--- config.mk ---
export PLATFORM = sky130hd
export DESIGN_NAME = flash_self_program_sequencer
export DESIGN_NICKNAME = d
export VERILOG_FILES = /design/src/flash_spm_pkg.sv /design/src/page_buffer.sv /design/src/flash_self_program_sequencer.sv
export SDC_FILE = /design/constraint.sdc
export NUM_CORES = 2
export LEC_CHECK = 0
export BUFFER_PORTS_ARGS = -buffer_cell sky130_fd_sc_hd__buf_2
export CORE_MARGIN = 2
export CORE_UTILIZATION = 45
export CTS_BUF_LIST = sky130_fd_sc_hd__clkbuf_2
export CTS_CLUSTER_DIAMETER = 100
export CTS_CLUSTER_SIZE = 14
export DETAILED_ROUTE_END_ITERATION = 7
export PLACE_DENSITY = 0.58
export REMOVE_ABC_BUFFERS = 1
export SLEW_MARGIN = 40
export SYNTH_ARGS = -nofsm -noshare
export SYNTH_HDL_FRONTEND = slang
export SYNTH_SLANG_ARGS = --single-unit
--- constraint.sdc ---
create_clock -name core_clk -period 43.6 [get_ports core_clk]
set_input_delay 4.36 -clock core_clk [delete_from_list [all_inputs] [get_ports core_clk]]
set_output_delay 4.36 -clock core_clk [all_outputs]
set_load 0.01 [all_outputs]
--- src/flash_spm_pkg.sv ---
// Constants, control-register layout and timing for the self-program sequencer
// Assumes a single core clock and an external flash macro with a done strobe
//
// What this block does
// - Buffer word loads accepted in any order within the page.
// - Erase pattern then store within four cycles erases pointer page.
// - Work on read-while-write area keeps other area readable; else core halts.
// - Load pattern then store within four cycles stores data pair at word.
// - Whole buffer cleared after page write, on re-enable write, and reset.
// - Each buffer word loads once between clears; repeats are ignored.
// - EEPROM write during buffer loading discards all loaded buffer data.
// - Write pattern then store within four cycles writes buffer to page.
// - Interrupt asserted continuously while enabled and enable bit clear.
// - During erase or write, section reads blocked and busy flag set.
// - Busy flag stays set after programming until re-enable bit written.
// - Lock-set pattern then store programs lock bits cleared in low six.
// - Whole flash stays readable while lock bits are programmed.
// - EEPROM write in progress blocks programming and fuse or lock reads.
// - Pointer one, lock-set armed, load within three cycles returns locks.
// - Lock-set and enable self-clear on readback, or window timeouts.
// - Pointer zero readback returns the low fuse byte.
// - Pointer three returns high fuse; pointer two extended fuse, low three.
// - Programmed fuse or lock bits read zero, unprogrammed read one.
// - Address splits into word-in-page low bits and page high bits.
package flash_spm_pkg;
	// Control register bit positions
	localparam int BIT_ENABLE = 0;
	localparam int BIT_ERASE = 1;
	localparam int BIT_WRITE = 2;
	localparam int BIT_LOCKSET = 3;
	localparam int BIT_REENABLE = 4;
	localparam int BIT_BUSY = 6;
	localparam int BIT_IRQEN = 7;
	// Command patterns on the low five bits
	localparam logic [4:0] CMD_LOAD = 5'h01;
	localparam logic [4:0] CMD_ERASE = 5'h03;
	localparam logic [4:0] CMD_WRITE = 5'h05;
	localparam logic [4:0] CMD_LOCK = 5'h09;
	localparam logic [4:0] CMD_REEN = 5'h11;
	// Cycle windows
	localparam logic [2:0] STORE_WINDOW = 3'h4;
	localparam logic [2:0] LOAD_WINDOW = 3'h3;
	// Readback pointer values
	localparam logic [15:0] PTR_FUSE_LOW = 16'h0000;
	localparam logic [15:0] PTR_LOCK = 16'h0001;
	localparam logic [15:0] PTR_FUSE_EXT = 16'h0002;
	localparam logic [15:0] PTR_FUSE_HIGH = 16'h0003;
	localparam logic [7:0] LOCK_RESET = 8'hFF;
	localparam logic [5:0] LOCK_FIELD = 6'h3F;
	localparam logic [7:0] EXT_MASK = 8'h07;
	localparam int DATA_W = 16;

	typedef enum logic [3:0] {
		ST_IDLE = 4'b0001,
		ST_ARMED = 4'b0010,
		ST_BUSY = 4'b0100,
		ST_LOCKW = 4'b1000
	} seq_state_t;
endpackage

--- src/page_buffer.sv ---
// Temporary page buffer with once-only word loads
// Assumes loads and clears come from the sequencer in the same clock domain
`timescale 1ns/1ns
module page_buffer #(
	parameter int WORDS = 64,
	parameter int AW = 6
) (
	// Clock and reset
	input wire logic core_clk,
	input wire logic rst,
	// Control
	input wire logic clearAll,
	input wire logic loadEn,
	input wire logic [AW-1:0] loadAddr,
	input wire logic [flash_spm_pkg::DATA_W-1:0] loadData,
	// Read port for the flash macro
	input wire logic [AW-1:0] readAddr,
	output logic [flash_spm_pkg::DATA_W-1:0] readData
);
	import flash_spm_pkg::*;

	typedef struct packed {
		logic [WORDS-1:0] used;
		logic [WORDS-1:0][DATA_W-1:0] mem;
	} buf_t;

	buf_t cur_ff;
	buf_t nxt_cur;

	always_comb begin
		nxt_cur = cur_ff;
		if (clearAll) begin
			nxt_cur.used = '0;
			nxt_cur.mem = '1;
		end else if (loadEn && !cur_ff.used[loadAddr]) begin
			nxt_cur.used[loadAddr] = 1'b1;
			nxt_cur.mem[loadAddr] = loadData;
		end
	end

	always_ff @(posedge core_clk or posedge rst) begin
		if (rst) begin
			cur_ff.used <= '0;
			cur_ff.mem <= '1;
		end else begin
			cur_ff <= nxt_cur;
		end
	end

	assign readData = cur_ff.mem[readAddr];
endmodule // page_buffer

--- src/flash_self_program_sequencer.sv ---
// Self-program sequencer: control register, timed store/load windows,
// section busy and halt, lock and fuse readback
// Assumes the core signals store and program-load as one-cycle strobes and
// the flash macro acknowledges an operation with a one-cycle done pulse
`timescale 1ns/1ns
module flash_self_program_sequencer #(
	parameter int WORD_BITS = 6,
	parameter int PAGE_BITS = 9
) (
	// Clock and reset
	input wire logic core_clk,
	input wire logic rst,
	// Register port
	input wire logic [0:0] regAddr,
	input wire logic [7:0] regWrData,
	input wire logic regWrite,
	input wire logic regRead,
	output logic [7:0] regRdData,
	// Core instruction strobes and operands
	input wire logic storeStrobe,
	input wire logic loadStrobe,
	input wire logic [15:0] zPointer,
	input wire logic [7:0] dataLowRegister,
	input wire logic [7:0] dataHighRegister,
	output logic [7:0] readbackData,
	output logic readbackValid,
	// Program the pointer address targets the no-read-while-write area
	input wire logic ptrInNrwwArea,
	// EEPROM interlock
	input wire logic eepromWriteBusyFlag,
	input wire logic eepromWriteStart,
	// Fuses and locks as stored (one means unprogrammed)
	input wire logic [7:0] fuseLowByte,
	input wire logic [7:0] fuseHighByte,
	input wire logic [7:0] fuseExtendedByte,
	// Flash macro
	output logic flashErase,
	output logic flashWrite,
	output logic [PAGE_BITS-1:0] flashPage,
	input wire logic flashDone,
	input wire logic [WORD_BITS-1:0] bufReadAddr,
	output logic [flash_spm_pkg::DATA_W-1:0] bufReadData,
	// Core side status
	output logic rwwReadBlock,
	output logic coreHalt,
	output logic spmIrq,
	output logic [7:0] lockBits
);
	import flash_spm_pkg::*;

	// ------------------------------------------------
	// Register map
	// ------------------------------------------------
	localparam logic [0:0] ADDR_CTRL = 1'h0;
	localparam logic [0:0] ADDR_DATA = 1'h1;

	// ------------------------------------------------
	// State record
	// ------------------------------------------------
	typedef struct packed {
		seq_state_t state;
		logic [4:0] cmd;
		logic irqEn;
		logic busy;
		logic [2:0] cnt;
		logic opWrite;
		logic opNrww;
		logic [PAGE_BITS-1:0] page;
		logic [7:0] locks;
		logic [7:0] rdData;
		logic [7:0] rbData;
		logic rbValid;
		logic erase;
		logic write;
		logic block;
		logic halt;
		logic irq;
	} seq_t;

	seq_t cur_ff;
	seq_t nxt_cur;
	logic bufClear;
	logic bufLoad;

	// ------------------------------------------------
	// Pointer decoding and register view
	// ------------------------------------------------
	// Word field of the pointer; pointer bit 0 is the byte select
	function automatic logic [WORD_BITS-1:0] wordOf(input logic [15:0] z);
		wordOf = z[WORD_BITS:1];
	endfunction

	function automatic logic [PAGE_BITS-1:0] pageOf(input logic [15:0] z);
		pageOf = z[WORD_BITS+PAGE_BITS:WORD_BITS+1];
	endfunction

	function automatic logic [7:0] ctrlView(input seq_t s);
		logic [7:0] v;
		v = 8'h00;
		v[BIT_ENABLE+4:BIT_ENABLE] = s.cmd;
		v[BIT_BUSY] = s.busy;
		v[BIT_IRQEN] = s.irqEn;
		ctrlView = v;
	endfunction

	// ------------------------------------------------
	// Temporary page buffer
	// ------------------------------------------------
	page_buffer #(
		.WORDS(1 << WORD_BITS),
		.AW(WORD_BITS)
	) u_buf (
		.core_clk(core_clk),
		.rst(rst),
		.clearAll(bufClear),
		.loadEn(bufLoad),
		.loadAddr(wordOf(zPointer)),
		.loadData({dataHighRegister, dataLowRegister}),
		.readAddr(bufReadAddr),
		.readData(bufReadData)
	);

	// ------------------------------------------------
	// Next state
	// ------------------------------------------------
	always_comb begin
		nxt_cur = cur_ff;
		bufClear = 1'b0;
		bufLoad = 1'b0;
		nxt_cur.rbValid = 1'b0;
		nxt_cur.erase = 1'b0;
		nxt_cur.write = 1'b0;
		// EEPROM write discards loaded words
		if (eepromWriteStart) begin
			bufClear = 1'b1;
		end
		// Register writes
		if (regWrite && regAddr == ADDR_CTRL) begin
			nxt_cur.irqEn = regWrData[BIT_IRQEN];
			if (cur_ff.state == ST_IDLE && !eepromWriteBusyFlag &&
			    regWrData[BIT_ENABLE]) begin
				nxt_cur.cmd = regWrData[BIT_ENABLE+4:BIT_ENABLE];
				nxt_cur.cnt = 3'h0;
				nxt_cur.state = ST_ARMED;
			end
		end
		case (cur_ff.state)
			ST_IDLE: begin
			end
			ST_ARMED: begin
				nxt_cur.cnt = cur_ff.cnt + 3'h1;
				if (storeStrobe) begin
					nxt_cur.cnt = 3'h0;
					case (cur_ff.cmd)
						CMD_LOAD: begin
							bufLoad = !eepromWriteStart;
							nxt_cur.cmd = 5'h00;
							nxt_cur.state = ST_IDLE;
						end
						CMD_ERASE, CMD_WRITE: begin
							nxt_cur.page = pageOf(zPointer);
							nxt_cur.opWrite = cur_ff.cmd == CMD_WRITE;
							nxt_cur.opNrww = ptrInNrwwArea;
							nxt_cur.erase = cur_ff.cmd == CMD_ERASE;
							nxt_cur.write = cur_ff.cmd == CMD_WRITE;
							nxt_cur.busy = 1'b1;
							nxt_cur.block = 1'b1;
							nxt_cur.halt = ptrInNrwwArea;
							nxt_cur.state = ST_BUSY;
						end
						CMD_LOCK: begin
							nxt_cur.locks[5:0] = cur_ff.locks[5:0] &
								dataLowRegister[5:0];
							nxt_cur.state = ST_LOCKW;
						end
						CMD_REEN: begin
							nxt_cur.busy = 1'b0;
							nxt_cur.block = 1'b0;
							bufClear = 1'b1;
							nxt_cur.cmd = 5'h00;
							nxt_cur.state = ST_IDLE;
						end
						default: begin
							nxt_cur.cmd = 5'h00;
							nxt_cur.state = ST_IDLE;
						end
					endcase
				end else if (loadStrobe && cur_ff.cmd == CMD_LOCK &&
				             cur_ff.cnt < LOAD_WINDOW) begin
					case (zPointer)
						PTR_LOCK: nxt_cur.rbData = cur_ff.locks;
						PTR_FUSE_LOW: nxt_cur.rbData = fuseLowByte;
						PTR_FUSE_HIGH: nxt_cur.rbData = fuseHighByte;
						PTR_FUSE_EXT: nxt_cur.rbData = fuseExtendedByte &
							EXT_MASK;
						default: nxt_cur.rbData = LOCK_RESET;
					endcase
					nxt_cur.rbValid = 1'b1;
					nxt_cur.cmd = 5'h00;
					nxt_cur.state = ST_IDLE;
				end else if (cur_ff.cnt + 3'h1 >= STORE_WINDOW) begin
					nxt_cur.cmd = 5'h00;
					nxt_cur.cnt = 3'h0;
					nxt_cur.state = ST_IDLE;
				end
			end
			ST_BUSY: begin
				if (flashDone) begin
					if (cur_ff.opWrite) begin
						bufClear = 1'b1;
					end
					nxt_cur.halt = 1'b0;
					nxt_cur.cmd = 5'h00;
					nxt_cur.state = ST_IDLE;
				end
			end
			ST_LOCKW: begin
				if (flashDone) begin
					nxt_cur.cmd = 5'h00;
					nxt_cur.state = ST_IDLE;
				end
			end
			default: begin
				nxt_cur.state = ST_IDLE;
				nxt_cur.cmd = 5'h00;
			end
		endcase
		// Fuse and lock readback shows nothing while EEPROM busy
		if (eepromWriteBusyFlag) begin
			nxt_cur.rbValid = 1'b0;
		end
		if (regRead) begin
			nxt_cur.rdData = (regAddr == ADDR_DATA) ? cur_ff.locks :
				ctrlView(cur_ff);
		end else begin
			nxt_cur.rdData = 8'h00;
		end
		nxt_cur.irq = nxt_cur.irqEn && !nxt_cur.cmd[0];
	end

	// ------------------------------------------------
	// State register
	// ------------------------------------------------
	always_ff @(posedge core_clk or posedge rst) begin
		if (rst) begin
			cur_ff.state <= ST_IDLE;
			cur_ff.cmd <= 5'h00;
			cur_ff.irqEn <= 1'b0;
			cur_ff.busy <= 1'b0;
			cur_ff.cnt <= 3'h0;
			cur_ff.opWrite <= 1'b0;
			cur_ff.opNrww <= 1'b0;
			cur_ff.page <= '0;
			cur_ff.locks <= LOCK_RESET;
			cur_ff.rdData <= 8'h00;
			cur_ff.rbData <= 8'h00;
			cur_ff.rbValid <= 1'b0;
			cur_ff.erase <= 1'b0;
			cur_ff.write <= 1'b0;
			cur_ff.block <= 1'b0;
			cur_ff.halt <= 1'b0;
			cur_ff.irq <= 1'b0;
		end else begin
			cur_ff <= nxt_cur;
		end
	end

	// ------------------------------------------------
	// Outputs, all straight from the state register
	// ------------------------------------------------
	assign regRdData = cur_ff.rdData;
	assign readbackData = cur_ff.rbData;
	assign readbackValid = cur_ff.rbValid;
	assign flashErase = cur_ff.erase;
	assign flashWrite = cur_ff.write;
	assign flashPage = cur_ff.page;
	assign rwwReadBlock = cur_ff.block;
	assign coreHalt = cur_ff.halt;
	assign spmIrq = cur_ff.irq;
	assign lockBits = cur_ff.locks;
endmodule // flash_self_program_sequencer

==> flow_summary.ini <==
[clocking]
path_clk_slew_ns = 0.28
post_cts_buffers = 0
clk_latency_ns = 1.46
cts_hold_buf = 0
tritoncts = yes
cts_resized = 0
cts_root_buf = clkbuf_2
cts_buffers = 91
cts_num_sinks = 1139
cts_buffer_depth = 3
htreeDepth = 3

[worst_setup_path]
crit_fanout = 44
crit_required_ns = 39.24
crit_type = in2out
worstSetupEndpointType = output port
arrival_ns = 8.16
setup.worst_path.start_class = input port

[floorplan]
start_util = 0.453
die_x_um = 359
ios = 136
die_area_mm2 = 0.129
num_rows = 130
core_area_mm2 = 0.125
dieHeight_um = 359

[synth]
synthCells = 4585
synth_ff_type = dfstp_2
syn_area_per_cell_um2 = 12.4
syn_area_mm2 = 0.0568
synth_top_area_cell = dfstp_2
synth_area_leaders = dfstp_2 48%, mux2i_1 15%, mux4_2 13%, dfrtp_1 4.8%, nor2_1 4.2%
yosysSeqAreaShare = 0.525
ys_types = 71
synth_top_area_share = 0.477
yosys_warnings = 0
synth_seq_cells = 1139
synth_edf_count = 0
async_reset_ff_frac = 1.00

[timing]
finalClockSkew_ns = 0.189
setup_ws_ns = 31.08
worst_slew_pin_slew_ns = 0.913
post-route-period-util = 0.287
setup_tns_ns = 0
finalSetupViolCount = 0
hold_viol_final = 0
grt_setup_unrepaired = no
slew-limit-headroom = 0.391
fin_crit_ns = 12.52
drv_slew = 0
fmax_mhz = 79.9

[min_path]
hold_path.class = reg2reg

[global_routing]
antenna_found_initial = 12
grt_usage = 0.259
grt_remaining_overflow = 0
grt_pass1_wl_mm = 252
grt_max_degree = 190
grt_pass1_vias = 37300

[final_layout]
synthToLayoutAreaGrowth_pct = 4.25
final_common_cell = dfstp_2
drive_above_1_share = 0.407
utilization = 0.472
instances_no_fill = 6103
final_cell_area_mm2 = 0.0592
finish.net_count = 4502
mostFrequentLayoutCells = 1031 x dfstp_2, 847 x mux2i_1, 618 x nor2_1

[placed_design]
numPortBuffers = 126
dp_cells = 5970
placed_cell_area_mm2 = 0.0583
gp_congestion = 0.808
pre_cts_ws_ns = 30.72
dpl.hpwl_mm = 95.7

[power]
combPwrFrac = 0.084
seq_power_share = 0.657
switching_share = 0.278
internal_power_mw = 1.18
p_per_area_mw_per_mm2 = 27.5
p_switching_mw = 0.452
cellLeakagePower_nw = 25.3
ir_worst_vdd_mv = 0.0174
power.share.clock = 0.259

[drt]
drc = 0
ant_nets = 0
drt_iter0_markers = 3288
num_vias = 36700
viasPerCell = 6.01
finalWirelength_mm = 168
wl_per_cell_um = 27.5
dr.pass1.iters = 5

[outcome]
status = completed

[flow_run]
cap_violations = 0
[metal layers]
| metal | share of wire | up-vias | GRT usage |
|---|---|---|---|
| met5 | 0.00014 | - | 0 |
| met4 | 0.029 | 4 | 0.0764 |
| met3 | 0.063 | 229 | 0.0480 |
| met2 | 0.46 | 1171 | 0.403 |
| met1 | 0.45 | 19400 | 0.370 |
| li1 | - | 15800 | - |
[critical path: stages]
cell,delay (ns)
buf_8,0.30
buf_16,0.29
buf_6,0.59
buf_6,0.59
mux4_2,0.65
mux4_2,0.46
a22oi_1,0.37
nand2_1,0.15
buf_2,0.18
[Yosys cell counts (49+ instances only)]
master,count
a211oi_1,128
a21oi_1,181
buf_2,102
buf_4,49
clkbuf_1,288
dfrtp_1,108
dfstp_2,1031
inv_1,57
mux2i_1,847
mux4_2,325
nand2_1,416
nor2_1,636
o211ai_1,65
[flip-flops by register name (all words and copies together) (netlist names), 6 cells and up]
register / cells
lockBits: 6
u_buf.cur_ff: 1088
cur_ff: 14
regRdData: 8
flashPage: 9
readbackData: 8
[worst paths after layout]
kind / start / to / slack, ns / cells past startpoint
max in group asynchronous: rst / u_buf.cur_ff[578] / 37.52 / 6
min in group asynchronous: rst / u_buf.cur_ff[842] / 3.39 / 2
hold reg to reg: lockBits[5] / lockBits[5] / 0.50 / 1
hold / removal: lockBits[5] / lockBits[5] / 0.50 / 1
setup reg to reg: cur_ff[53] / u_buf.cur_ff[602] / 38.91 / 10
setup / recovery: bufReadAddr[0] / bufReadData[0] / 31.08 / 9
[kinds of logic after synthesis]
family / Yosys count / share of synthesized area
XOR/XNOR: 4 / 0.000617
multiplexers: 1188 / 0.281
adder cells (fa/ha/maj): 1 / 0.000220
other: 1 / 0.0000660
buffers and inverters: 575 / 0.0485
AO/OA/AOI/OAI: 497 / 0.0593
AND/OR/NAND/NOR: 1180 / 0.0852
flip-flops: 1139 / 0.525
[through the flow]
step | hold WS, ns | power, mW
2_1_floorplan | 0.446 | 1.14
3_3_place_gp | 0.455 | 1.22
3_5_place_dp | 0.461 | 1.22
4_1_cts | 0.500 | 1.65
5_1_grt | 0.530 | 1.69
6_report | 0.499 | 1.63
[final cells by class]
cell class | instances | area (µm²)
well taps | 1650 | 2060
repair buffers | 256 | 1980
clock inverters | 6 | 60.1
diodes | 6 | 15.0
fillers | 11300 | 66200
multi-input cells | 2872 | 24500
flip-flops and latches | 1139 | 29800
inverters | 60 | 238
clock buffers | 114 | 571
[power groups by stage]
stage	logic [mW]	registers, mW	clock network [mW]
after global placement	0.134	1.08	0
after detailed placement	0.135	1.08	0
after CTS	0.135	1.07	0.441
after global routing	0.146	1.07	0.476
final	0.136	1.07	0.422
after floorplan	0.0638	1.08	0
(Power assumes the default switching activity.)
